`config.mk`:
```
export PLATFORM = sky130hd
export DESIGN_NAME = ift_core
export DESIGN_NICKNAME = d
export VERILOG_FILES = /design/src/shared/ift_pkg.sv /design/src/design/ift_core.sv
export SDC_FILE = /design/constraint.sdc
export NUM_CORES = 1
export LEC_CHECK = 0
export BUFFER_PORTS_ARGS = -buffer_cell sky130_fd_sc_hd__buf_2
export CAP_MARGIN = 25
export CORE_AREA = 2 2 81 83
export DETAILED_ROUTE_END_ITERATION = 10
export DIE_AREA = 0 0 83 85
export PLACE_DENSITY = 0.74
export SLEW_MARGIN = 40
export SYNTH_ARGS = -nofsm -noshare
export SYNTH_HDL_FRONTEND = slang
export SYNTH_SLANG_ARGS = --single-unit
export TNS_END_PERCENT = 1
```
`constraint.sdc`:
```
create_clock -name clock_in -period 2.2 [get_ports clock_in]
set_input_delay 0.44 -clock clock_in [delete_from_list [all_inputs] [get_ports clock_in]]
set_output_delay 0.44 -clock clock_in [all_outputs]
set_load 0.1 [all_outputs]
```
`src/shared/ift_pkg.sv`:
```
// Package for the instruction format and timing block.
// Assumes one oscillator clock; the shared constants and carrier types live here, the sequencer state type in ift_core.
package ift_pkg;

    // ----------------------------------------------------------------
    // Word and field layout
    // ----------------------------------------------------------------
    localparam int WORD_W = 16;
    localparam logic [3:0] SECOND_WORD_TAG = 4'hF;
    localparam int OPC_LSB = 10;       // Byte-op opcode occupies [15:10]
    localparam int D_POS = 9;
    localparam int A_POS = 8;
    localparam int S_POS = 0;
    localparam int BIT_LSB = 9;        // Bit number occupies [11:9]
    localparam int MM_LSB = 0;         // Table mode occupies [1:0]
    localparam int FSR_LSB = 4;        // Pointer number occupies [5:4]

    // ----------------------------------------------------------------
    // Timing constants
    // ----------------------------------------------------------------
    localparam logic [1:0] PHASES_PER_CYCLE_M1 = 2'h3;
    localparam logic [1:0] PHASE_RESET = 2'h0;
    localparam logic [1:0] CYCLES_ONE = 2'h1;
    localparam logic [1:0] CYCLES_TWO = 2'h2;
    localparam logic [1:0] CYCLES_THREE = 2'h3;

    // Instruction category
    typedef enum logic [3:0] {
        IFT_CAT_BYTE = 4'h1,
        IFT_CAT_BIT = 4'h2,
        IFT_CAT_LIT = 4'h4,
        IFT_CAT_CTRL = 4'h8
    } ift_cat_t;

    // Table pointer update behaviour
    typedef enum logic [1:0] {
        IFT_TBL_NONE = 2'h0,
        IFT_TBL_POSTINC = 2'h1,
        IFT_TBL_POSTDEC = 2'h2,
        IFT_TBL_PREINC = 2'h3
    } ift_tbl_t;

    // Decoded fields of one instruction
    typedef struct packed {
        ift_cat_t category;
        logic [5:0] opcode;
        logic [7:0] file_sel;
        logic dest_to_file;
        logic use_bank_select;
        logic [2:0] bit_num;
        logic [11:0] literal;
        logic [1:0] file_select_pointer;
        logic fast_mode;
        ift_tbl_t table_pointer_mode;
        logic double_word;
        logic is_nop;
    } ift_fields_t;

    // Cycle timing status
    typedef struct packed {
        logic [1:0] phase;
        logic cycle_start;
        logic [1:0] cycles_total;
        logic [1:0] cycle_index;
        logic busy;
    } ift_timing_t;

endpackage : ift_pkg

```
`src/design/ift_core.sv`:
```
// Instruction word field decoder and instruction-cycle timing generator.
// Assumes instruction words and the taken/pc-change hints come from core logic
// on the same oscillator clock; no synchronisers are needed.
`timescale 1ns/100ps
module ift_core (
    input wire logic clock_in,
    input wire logic rst_n_in,
    input wire logic clk_en_in,
    input wire logic word_valid_in,
    input wire logic [15:0] word_in,
    input wire logic cond_true_in,
    input wire logic pc_change_in,
    output ift_pkg::ift_fields_t fields_out,
    output ift_pkg::ift_timing_t timing_out,
    output logic [15:0] operand2_out,
    output logic shadow_use_out,
    output logic bank_select_use_out,
    output logic write_working_register_out
);
    import ift_pkg::*;

    // ----------------------------------------------------------------
    // Sequencer states
    // ----------------------------------------------------------------
    typedef enum logic [3:0] {
        IFT_ST_IDLE = 4'h1,
        IFT_ST_FIRST = 4'h2,
        IFT_ST_SECOND = 4'h4,
        IFT_ST_EXTRA = 4'h8
    } ift_state_t;

    // Classify one word by its top bits
    function automatic ift_cat_t classify(input logic [15:0] w);
        // Pointer load sits in the control nibble but is a literal operation
        if (w[15:6] == 10'h3B8) begin
            classify = IFT_CAT_LIT;
        end else if (w[15:12] == 4'hE || w[15:12] == 4'hD || w[15:8] == 8'h00) begin
            classify = IFT_CAT_CTRL;
        end else if (w[15:12] >= 4'h7 && w[15:12] <= 4'hB) begin
            classify = IFT_CAT_BIT;
        end else if (w[15:10] == 6'h3A || w[15:8] == 8'h0E || w[15:8] == 8'h0F) begin
            classify = IFT_CAT_LIT;
        end else begin
            classify = IFT_CAT_BYTE;
        end
    endfunction : classify

    // Double-word opcodes: file move, pointer load, call, goto
    function automatic logic is_double(input logic [15:0] w);
        is_double = (w[15:12] == 4'hC) || (w[15:6] == 10'h3B8) ||
            (w[15:9] == 7'h76) || (w[15:8] == 8'hEF);
    endfunction : is_double

    // ----------------------------------------------------------------
    // Phase counter
    // ----------------------------------------------------------------
    logic [1:0] phase_reg;
    logic [1:0] phase_next;
    wire cycle_start = (phase_reg == PHASE_RESET);
    wire cycle_end = (phase_reg == PHASES_PER_CYCLE_M1);
    assign phase_next = phase_reg + 2'h1;
    always_ff @(posedge clock_in) begin
        if (!rst_n_in) begin
            phase_reg <= PHASE_RESET;
        end else if (clk_en_in) begin
            phase_reg <= phase_next;
        end
    end

    // ----------------------------------------------------------------
    // Combinational decode of the presented word
    // ----------------------------------------------------------------
    wire ift_fields_t dec;
    ift_state_t state_reg;
    logic first_double_reg;
    // The second word arrives during the second instruction cycle
    wire awaiting_second = (state_reg == IFT_ST_SECOND);
    wire ift_cat_t cat_w = classify(word_in);
    // lone second word is a no-operation
    wire lone_second = (word_in[15:12] == SECOND_WORD_TAG) && !awaiting_second;
    assign dec.category = cat_w;
    assign dec.opcode = word_in[15:OPC_LSB];
    assign dec.file_sel = word_in[7:0];
    assign dec.dest_to_file = (cat_w == IFT_CAT_BYTE) && word_in[D_POS];
    assign dec.use_bank_select = (cat_w == IFT_CAT_BYTE || cat_w == IFT_CAT_BIT) &&
        word_in[A_POS];
    assign dec.bit_num = (cat_w == IFT_CAT_BIT) ? word_in[BIT_LSB+2:BIT_LSB] : 3'h0;
    assign dec.literal = (cat_w == IFT_CAT_LIT || cat_w == IFT_CAT_CTRL) ?
        {4'h0, word_in[7:0]} : 12'h000;
    assign dec.file_select_pointer = (cat_w == IFT_CAT_LIT) ?
        word_in[FSR_LSB+1:FSR_LSB] : 2'h0;
    // fast mode and table mode from control words
    assign dec.fast_mode = (cat_w == IFT_CAT_CTRL) && word_in[S_POS];
    assign dec.table_pointer_mode = (cat_w == IFT_CAT_CTRL && word_in[15:2] == 14'h0002) ?
        ift_tbl_t'(word_in[MM_LSB+1:MM_LSB]) : IFT_TBL_NONE;
    assign dec.double_word = is_double(word_in) && !lone_second;
    assign dec.is_nop = lone_second || (word_in == 16'h0000);

    // ----------------------------------------------------------------
    // Instruction sequencer
    // ----------------------------------------------------------------
    ift_state_t state_next;
    logic [1:0] total_reg;
    logic [1:0] index_reg;
    logic [1:0] total_next;
    logic [1:0] index_next;
    wire take_word = cycle_start && word_valid_in &&
        (state_reg == IFT_ST_IDLE || state_reg == IFT_ST_EXTRA ||
         (state_reg == IFT_ST_FIRST && !first_double_reg));
    // single word: one cycle, two on taken or PC change
    wire [1:0] cycles_w = dec.double_word ?
        ((cond_true_in || pc_change_in) ? CYCLES_THREE : CYCLES_TWO) :
        ((cond_true_in || pc_change_in) ? CYCLES_TWO : CYCLES_ONE);

    // Next-state selection: steps at each cycle end, and a word taken at cycle start loads FIRST
    always_comb begin
        state_next = state_reg;
        total_next = total_reg;
        index_next = index_reg;
        case (state_reg)
            IFT_ST_IDLE, IFT_ST_FIRST, IFT_ST_SECOND, IFT_ST_EXTRA: begin
                if (cycle_end) begin
                    if (state_reg == IFT_ST_FIRST && first_double_reg) begin
                        state_next = IFT_ST_SECOND;
                        index_next = 2'h2;
                    end else if (index_reg < total_reg && state_reg != IFT_ST_IDLE) begin
                        state_next = IFT_ST_EXTRA;
                        index_next = index_reg + 2'h1;
                    end else begin
                        state_next = IFT_ST_IDLE;
                        index_next = 2'h0;
                        total_next = 2'h0;
                    end
                end
                if (take_word) begin
                    state_next = IFT_ST_FIRST;
                    total_next = cycles_w;
                    index_next = 2'h1;
                end
            end
            default: begin
                state_next = IFT_ST_IDLE;
            end
        endcase
    end

    // State and count registers
    always_ff @(posedge clock_in) begin
        if (!rst_n_in) begin
            state_reg <= IFT_ST_IDLE;
            total_reg <= 2'h0;
            index_reg <= 2'h0;
            first_double_reg <= 1'b0;
        end else if (clk_en_in) begin
            state_reg <= state_next;
            total_reg <= total_next;
            index_reg <= index_next;
            if (take_word) begin
                first_double_reg <= dec.double_word;
            end else if (cycle_end) begin
                first_double_reg <= 1'b0;
            end
        end
    end

    // ----------------------------------------------------------------
    // Output registers
    // ----------------------------------------------------------------
    ift_fields_t fields_reg;
    logic [15:0] operand2_reg;
    // Second word carries the remaining operand; its tag nibble is dropped
    wire take_second = cycle_start && word_valid_in && state_reg == IFT_ST_SECOND;
    always_ff @(posedge clock_in) begin
        if (!rst_n_in) begin
            fields_reg <= '0;
            operand2_reg <= 16'h0000;
        end else if (clk_en_in) begin
            if (take_word) begin
                fields_reg <= dec;
            end
            if (take_second) begin
                operand2_reg <= {4'h0, word_in[11:0]};
            end
        end
    end
    assign fields_out = fields_reg;
    assign operand2_out = operand2_reg;
    wire busy_w = (state_reg != IFT_ST_IDLE);
    assign timing_out = {phase_reg, cycle_start, total_reg, index_reg, busy_w};
    // shadow use only in fast mode
    assign shadow_use_out = fields_reg.fast_mode;
    // bank select used only when access selector set
    assign bank_select_use_out = fields_reg.use_bank_select;
    assign write_working_register_out = (fields_reg.category == IFT_CAT_BYTE) &&
        !fields_reg.dest_to_file && !fields_reg.is_nop;

    // ----------------------------------------------------------------
    // Checks
    // ----------------------------------------------------------------
    chk_phase_wrap: assert property (@(posedge clock_in) disable iff (!rst_n_in)
        clk_en_in && phase_reg == 2'h3 |=> phase_reg == 2'h0)
        else $error("phase did not wrap after four periods");
    chk_phase_step: assert property (@(posedge clock_in) disable iff (!rst_n_in)
        clk_en_in |=> phase_reg == $past(phase_reg) + 2'h1)
        else $error("phase counter did not advance");
    chk_single_one: assert property (@(posedge clock_in) disable iff (!rst_n_in)
        clk_en_in && take_word && !dec.double_word && !cond_true_in && !pc_change_in
        |=> total_reg == 2'h1)
        else $error("plain single word not one cycle");
    chk_single_two: assert property (@(posedge clock_in) disable iff (!rst_n_in)
        clk_en_in && take_word && !dec.double_word && cond_true_in |=> total_reg == 2'h2)
        else $error("taken single word not two cycles");
    chk_double_two: assert property (@(posedge clock_in) disable iff (!rst_n_in)
        clk_en_in && take_word && dec.double_word && !cond_true_in && !pc_change_in
        |=> total_reg == 2'h2)
        else $error("double word not two cycles");
    chk_branch_three: assert property (@(posedge clock_in) disable iff (!rst_n_in)
        clk_en_in && take_word && dec.double_word && pc_change_in |=> total_reg == 2'h3)
        else $error("taken double branch not three cycles");
    chk_lone_nop: assert property (@(posedge clock_in) disable iff (!rst_n_in)
        word_in[15:12] == 4'hF && state_reg == IFT_ST_IDLE |-> dec.is_nop && !dec.double_word)
        else $error("lone second word not a no-operation");
    chk_dest_working_register: assert property (@(posedge clock_in) disable iff (!rst_n_in)
        clk_en_in && take_word && cat_w == IFT_CAT_BYTE && !word_in[9] && !dec.is_nop
        |=> write_working_register_out)
        else $error("destination zero did not select working register");
    chk_file_sel: assert property (@(posedge clock_in) disable iff (!rst_n_in)
        clk_en_in && take_word |=> fields_out.file_sel == $past(word_in[7:0]))
        else $error("file selector not captured in full");

endmodule : ift_core

```
# == After elaboration in Yosys (flattened, before gate mapping) ==
# Cells that the tools add are included.
# W data, S select, Z words.
# totals
ff_bits,65
elab_cells,118
in_bits,22
out_inout_bits,69
# op_classes
n_eq_ne,25
n_lt_le_gt_ge,3
add_sub_neg,2
mux,26
n_reduce_logical,44
# ops
op,n
$mux W4,7
$eq A4 B4 Y1 const B,6
$mux W2,12
$eq A8 B4 Y1 const B,2
$logic_not A16 Y1,1
$logic_and A1 B1 Y1,15
$eq A14 B2 Y1 const B,1
$logic_or A1 B1 Y1,13
$eq A4 B1 Y1 const B,3
$eq A10 B10 Y1 const B,1
$mux W3,3
$eq A4 B2 Y1 const B,2
$eq A4 B3 Y1 const B,2
$eq A8 B8 Y1 const B,1
$logic_not A8 Y1,1
$mux W8,1
$reduce_and A2 Y1,4
$eq A7 B7 Y1 const B,1
$eq A6 B6 Y1 const B,1
$logic_not A1 Y1,5
$reduce_and A5 Y1,1
$add A2 B1 Y2 const B,2
$ge A4 B3 Y1 const B,1
$le A4 B4 Y1 const B,1
10 further kinds,13

# == Logic depth before layout (Yosys ltp) ==
# Gate-level depths: netlist of run 1.
# logic_depth
word_depth,10
mapped_depth,8
mapped_depth_nobuf,7

# == Worst setup path after synthesis of run 1 ==
# OpenSTA, ideal clock, no wires.
# synth_timing
kind,register -> output
startpoint,register fields_reg (netlist bit fields_out[38])
endpoint,output port write_working_register_out
arrival_ns,3.623
slack_ns,-1.863
n_path_buf,0
path_stages_with_launch,3
t_required_ns,1.760
path_cell_list,dfxtp_1 or4b_2 nor3_1
# synth_between
elab_chain_len,3
# synth_rtl
element,line,rtl
start: declaration,ift_core.sv:169,ift_fields_t fields_reg;
start signal: assignment,ift_core.sv:175,fields_reg <= '0;
start signal: assignment,ift_core.sv:179,fields_reg <= dec;
$eq A4 B1 Y1,ift_core.sv:194,assign write_working_register_out = (fields_reg.category == IFT_CAT_BYTE) &&
$logic_and A1 B1 Y1,ift_core.sv:194,
$logic_and A1 B1 Y1,ift_core.sv:195,!fields_reg.dest_to_file && !fields_reg.is_nop;
end: declaration,ift_core.sv:18,output logic write_working_register_out
# Every way passes these cells.

# == Worst setup path after layout of run 1 ==
# layout_timing
startpoint,register fields_reg (netlist bit fields_out[39])
endpoint,output port write_working_register_out
# The elaborated chain is that of the path after synthesis.

==> reports/qor.txt, run 1 <==
Status = completed
Synth top area cells = dfxtp_1, nand2_1, a21oi_1, mux2i_1, nor2_1
RSZ-0062 raised after global routing = yes
Post-synthesis compound-gate area fraction = 16.7%
Req. time, crit path = 1760 ps
GR peak layer = met2
Hold WC Path Type = input pin to flip-flop
Max Root-Sink Buffers = 2
Peak Freq = 0.480 GHz
Post-DP HPWL = 4.84 mm
Wire length per cell = 14.0 µm
Period minus WS final = 2080 ps
Synth warn = 0
Ys flop type = dfxtp_1
Synth Cell Area = 2720 µm²
Met1 Usage GRT = 28.2%
Post-synth top area share = 45.0%
# clock sinks = 61
Drt initial violations = 156
DRT Wirelength = 6.79 mm
Total CTS buffers = 9
Crit. End Element = output pin
CP max FO = 3
Layout area overhead = 27.7%
Final Skew = 9.82 ps
Htree depth = 3
Final setup margin = 118 ps
First-pass GRT wire length = 11.4 mm
Worst-Skew Late Latency = 340 ps
Largest net degree at the start of global routing = 51
Cells after synthesis = 321
Antenna Nets Post-Route = 0
Reg clk slew, reported paths = 70 ps
Worst Setup Path Type = flip-flop to output pin
Post-Synth Simple-Gate Area = 22.3%
Register area share after synthesis = 45.0%
Post-CTS setup buffers = 0
Reg2reg end = index_reg[0]$_SDFFE_PN0P_
Fraction of registers with async set/reset = 0%
Final hold vios = 0
Row count = 29
Synth Area in Adders = 1.84%
Worst reg2reg setup slack = 120 ps
Post-synthesis xor/xnor area fraction = 0.967%
Routability Congestion = 0.858
Pins Over Slew Limit = 0
Drt first pass iters = 4
Largest register FFs = 36
R2r startpoint = state_reg[0]$_SDFFE_PN1P_
Antenna violations before repair = 0
Hold_sp = rst_n_in
Post-synth EDFFs = 0
CTS root buffer = clkbuf_8
Final Net Count = 429
Die area = 7060 µm²
Chip Height = 85 µm
Fillers = 575
M3 GR Usage = 4.67%
Setup violators final = 0
N_diodes = 0
Gr usage total = 20.2%
Final Power = 2.81 mW
CTS tree = yes
Post-synthesis mux area share = 5.53%
Lkg Pwr = 1.49 nW
#FFs+latches synth = 61
Netlist cell types = 52
Max cap viols = 0
Syn_area_per_cell = 8.46 µm²
FF-to-FF path depth = 5
Core ar. = 6200 µm²
Most common cell in the synthesized netlist = dfxtp_1
Pwr dens = 809 nW/µm²
Yosys top cell by area = dfxtp_1
Commonest cells in the synthesized netlist = dfxtp_1, nand2_1, a21oi_1, nor2_1, clkbuf_1
Max VDD drop = 0.445 mV
Final Cycle Share = 94.6%
Critical Path Start Type = flip-flop
I/O pin cnt = 91
Met2 Resource Use GR = 29.8%
Vias per cell = 5.20
Endpoint, Worst Hold = state_reg[0]$_SDFFE_PN1P_
Die X = 83 µm
Gr ovfl total = 0
Pre-CTS WS = 141 ps
I/O Buffers = 82
WP data arrival = 1640 ps
Largest family of logic cells by synthesized area = simple AND/OR/NAND/NOR gates
# DRC = 0
Share of cells above drive strength 1 = 32.1%
Initial core utilization = 43.8%
Total number of vias = 2,522
Number of global-route vias before repair = 2,303
Hold depth = 2
-- report_power, final --
| part | leakage (nW) | switching, mW | internal (mW) | total (mW) |
|---|---|---|---|---|
| Clock | 0.100 | 0.474 | 0.527 | 1.00 |
| Sequential | 0.499 | 0.0268 | 1.14 | 1.17 |
| Combinational | 0.891 | 0.515 | 0.127 | 0.642 |
| Total | 1.49 | 1.02 | 1.79 | 2.81 |
-- cells by family (layout without fill, tap and decap cells) --
group                      Yosys count  in the layout
AOI/OAI and AO/OA                   70             70
xor gates and xnor gates             3              3
DFF                                 61             61
and+or+nand+nor                    125            125
adders and majority gates            4              4
muxes                               15             15
buffers and inverters               42            122
other                                1              8
-- repair_timing --
item                                    4_1_cts  5_1_grt
gates resized for setup                       0        3
hold buffers                                  0        0
endpoints found under the setup margin        0        2
-- layout make-up --
cell class	instances	area, µm²	area share (%)
multi-input cells	225	1340	38.6
flip-flops and latches	61	1240	35.8
repair buffers	96	556	16.0
clock buffers	9	124	3.57
well taps	77	96.3	2.78
clock inverters	7	72.6	2.09
inverters	10	37.5	1.08
-- layer usage --
metal,vias up,share of wire (%)
li1,1266,-
met1,1167,46
met2,85,46
met3,4,6.8
met4,0,0.97
met5,-,0
-- critical path, stage by stage, from the launching register on --
cell and delay, ps:
dfxtp_4 340, or4b_4 540, nor3_4 220, buf_12 200
-- placed cells by master (no fill, tap or decap), types with 4 or more instances in the layout --
cell,netlist,final
buf_2,2,81
nand2_1,53,53
dfxtp_1,61,51
a21oi_1,33,33
nor2_1,30,30
mux2i_1,15,15
buf_4,12,12
inv_1,10,10
a22oi_1,9,9
clkbuf_8,0,9
nand3_1,8,8
conb_1,1,8
nor3_1,7,6
dfxtp_2,0,6
o21ai_0,5,5
nand2b_1,4,4
ha_1,4,4
dfxtp_4,0,4
-- how the worst max path moves through the flow --
| stage | startpoint | end | cells past startpoint |
|---|---|---|---|
| after global routing | state_reg[3]$_SDFFE_PN0P_ | fields_out[13]$_SDFFE_PN0P_ | 6 |
| final | fields_out[39]$_SDFFE_PN0P_ | write_working_register_out | 3 |
| after detailed placement | state_reg[0]$_SDFFE_PN1P_ | index_reg[0]$_SDFFE_PN0P_ | 5 |
| after global placement | state_reg[0]$_SDFFE_PN1P_ | index_reg[0]$_SDFFE_PN0P_ | 5 |
| after floorplan | phase_reg[0]$_SDFFE_PN0P_ | index_reg[0]$_SDFFE_PN0P_ | 8 |
| after CTS | fields_out[39]$_SDFFE_PN0P_ | write_working_register_out | 3 |
-- stage by stage --
stage	setup TNS (ps)	util, %	std cells	area [µm²]	hold slack, ps
2_1_floorplan	-459	-	328	2780	484
4_1_cts	0	55.8	485	3460	341
3_5_place_dp	0	52.7	469	3270	443
3_3_place_gp	0	52.7	469	3270	439
6_report	0	55.9	485	3470	355
5_1_grt	-22.6	55.9	485	3470	367
Power figures use the tool's default switching activity.
==> run 2, diff against run 1 <==
--- a/config.mk
+++ b/config.mk
@@ -10,6 +10,7 @@
 export CORE_AREA = 2 2 81 83
 export DETAILED_ROUTE_END_ITERATION = 10
 export DIE_AREA = 0 0 83 85
+export GPL_TIMING_DRIVEN = 0
 export PLACE_DENSITY = 0.74
 export SLEW_MARGIN = 40
 export SYNTH_ARGS = -nofsm -noshare
==> run 2 against run 1 <==
Against the previous run:
- the flow now finishes with violations (negative setup slack)
- worst setup slack got worse by 150 ps
- sequential cell count did not move
- non-clock buffer count rose by 21
- register-to-register slack got worse by 150 ps
- critical path type is now flip-flop to flip-flop
- critical endpoint is now index_reg[0]$_SDFFE_PN0P_
- largest cell class unchanged
- largest power group unchanged
- highest routed layer unchanged
==> reports/qor.txt, run 2 (synthesis results as in run 1) <==
Status = finished, violations left (was completed)
Failing checks = negative setup slack
Antenna Nets Post-Route = 0 (unchanged)
Post-Layout Cell Count = 506 (was 485)
Fillers = 587 (was 575)
Final Net Count = 450 (was 429)
Hold WC Path Type = input pin to flip-flop (unchanged)
Reg clk slew, reported paths = 80 ps (was 70 ps)
Crit path buffers/inverters = 1 (unchanged)
Setup violators final = 1 (was 0)
N_diodes = 0 (unchanged)
Total CTS buffers = 9 (unchanged)
Max cap viols = 0 (unchanged)
Wire length per cell = 14.6 µm (was 14.0 µm)
Worst-path cell chain = nor4b_4 -> or3b_4 -> a211o_1 -> buf_2 -> or4_1 -> a31oi_1 (was or4b_4 -> nor3_4 -> buf_12)
Core ar. = 6200 µm² (unchanged)
CTS root buffer = clkbuf_8 (unchanged)
Largest net degree at the start of global routing = 13 (was 51)
Req. time, crit path = 2470 ps (was 1760 ps)
Critical Path Start Type = flip-flop (unchanged)
Lkg Pwr = 1.55 nW (was 1.49 nW)
Hold_sp = word_in[2] (was rst_n_in)
Die X = 83 µm (unchanged)
Seq. cell area = 1250 µm² (was 1240 µm²)
Worst-path cell with the longest stage delay = or4_1 (was or4b_4)
CTS tree = yes (unchanged)
Peak Freq = 0.449 GHz (was 0.480 GHz)
Vias per cell = 5.20 (about the same)
Row count = 29 (unchanged)
RSZ-0062 raised after global routing = yes (unchanged)
# DRC = 0 (unchanged)
Htree depth = 3 (unchanged)
Die area = 7060 µm² (unchanged)
Antenna violations before repair = 0 (unchanged)
Number of global-route vias before repair = 2,363 (was 2,303)
Share of cells above drive strength 1 = 33.8% (was 32.1%)
Max VDD drop = 0.422 mV (was 0.445 mV)
Hold Buf Count CTS = 0 (unchanged)
Worst Tran Pin Value = 550 ps
Worst-Skew Late Latency = 350 ps (was 340 ps)
Final Power = 2.93 mW (was 2.81 mW)
Crit. End Element = flip-flop (was output pin)
Critical Path Max Stage Delay = 480 ps (was 540 ps)
Largest delay share family, worst path = simple AND/OR/NAND/NOR gates (unchanged)
Pwr dens = 814 nW/µm² (was 809 nW/µm²)
Period minus WS final = 2230 ps (was 2080 ps)
CP max FO = 9 (was 3)
Drt first pass iters = 4 (unchanged)
Crit. Startpoint = state_reg[0]$_SDFFE_PN1P_ (was fields_out[39]$_SDFFE_PN0P_)
# clock sinks = 61 (unchanged)
WP data arrival = 2490 ps (was 1640 ps)
Final setup margin = -28.7 ps (was 118 ps)
Max Root-Sink Buffers = 2 (unchanged)
Area of the multi-input gates = 1380 µm² (was 1340 µm²)
Gr ovfl total = 0 (unchanged)
First-pass GRT wire length = 11.5 mm (was 11.4 mm)
Most common cell after layout, fill and taps aside = buf_2 (unchanged)
R2r startpoint = state_reg[0]$_SDFFE_PN1P_ (unchanged)
I/O pin cnt = 91 (unchanged)
Pins Over Slew Limit = 0 (unchanged)
Initial core utilization = 43.8% (unchanged)
Slew HR = 62.9%
Layout area overhead = 32.4% (was 27.7%)
Final hold vios = 0 (unchanged)
Drt initial violations = 169 (was 156)
Final Cycle Share = 101% (was 94.6%)
Gr usage total = 20.6% (was 20.2%)
Chip Height = 85 µm (unchanged)
Routability Congestion = 0.957 (was 0.858)
DP Cell Count = 484 (was 469)
Total number of vias = 2,629 (was 2,522)
I/O Buffers = 79 (was 82)
DP Area = 3280 µm² (was 3270 µm²)
Fin area = 3600 µm² (was 3470 µm²)
Final Skew = 12.1 ps (was 9.82 ps)
Commonest non-fill, non-tap cells in the layout = buf_2, nand2_1, dfxtp_1 (unchanged)
Worst Setup Path Type = flip-flop to flip-flop (was flip-flop to output pin)
Largest register FFs = 36 (unchanged)
Post-DP HPWL = 5.24 mm (was 4.84 mm)
DRT Wirelength = 7.37 mm (was 6.79 mm)
==> run 2: metrics by stage <==
| step | hold WS, ps | setup TNS, ps | setup slack (ps) | utilization, % |
|---|---|---|---|---|
| floorplan | 484 | -459 | -133 | - |
| global route | 387 | -848 | -117 | 58.0 |
| CTS | 362 | -59.1 | -59.1 | 56.9 |
| finish | 377 | -28.7 | -28.7 | 58.0 |
| detailed placement | 444 | -4910 | -297 | 52.9 |
| global placement | 439 | -5680 | -511 | 52.7 |
==> run 2: power by group <==
part	internal, mW	total (mW)	switching, mW
Clock	0.641	1.10	0.460
Sequential	1.14	1.17	0.0298
Combinational	0.134	0.658	0.524
==> run 2: final cells by class <==
| class | instances | area share (%) |
|---|---|---|
| Multi-Input combinational cell | 225 | 38.2 |
| Sequential cell | 61 | 34.8 |
| Timing Repair Buffer | 85 | 12.3 |
| Buffer | 32 | 4.80 |
| Clock buffer | 9 | 3.44 |
| Clock inverter | 7 | 2.68 |
| Tap cell | 77 | 2.68 |
| Inverter | 10 | 1.04 |
==> run 2: worst reg2reg max path: stages (launching register included) <==
cell and delay [ps]:
dfxtp_4 380, nor4b_4 280, or3b_4 420, a211o_1 260
buf_2 170, or4_1 480, a31oi_1 160
==> run 2: final timing paths <==
kind / slack [ps] / cells after the start / to
setup / recovery: -30 / 6 / index_reg[0]$_SDFFE_PN0P_
hold / removal: 380 / 3 / fields_out[26]$_SDFFE_PN0P_
setup reg to reg: -30 / 6 / index_reg[0]$_SDFFE_PN0P_
hold reg to reg: 450 / 2 / fields_out[33]$_SDFFE_PN0P_
==> run 2: repair_timing <==
action | CTS | global route
endpoints found under the setup margin | 36 | 21
pin swaps | 1 | 3
cloned | 0 | 0
gates resized for setup | 9 | 10
buffers inserted | 1 | 5
==> run 2: per-layer routing <==
metal	global-route usage, %	share of wire [%]
met3	4.67	5.8
met4	12.2	3.2
met5	0	0
met2	30.7	45
met1	27.3	46
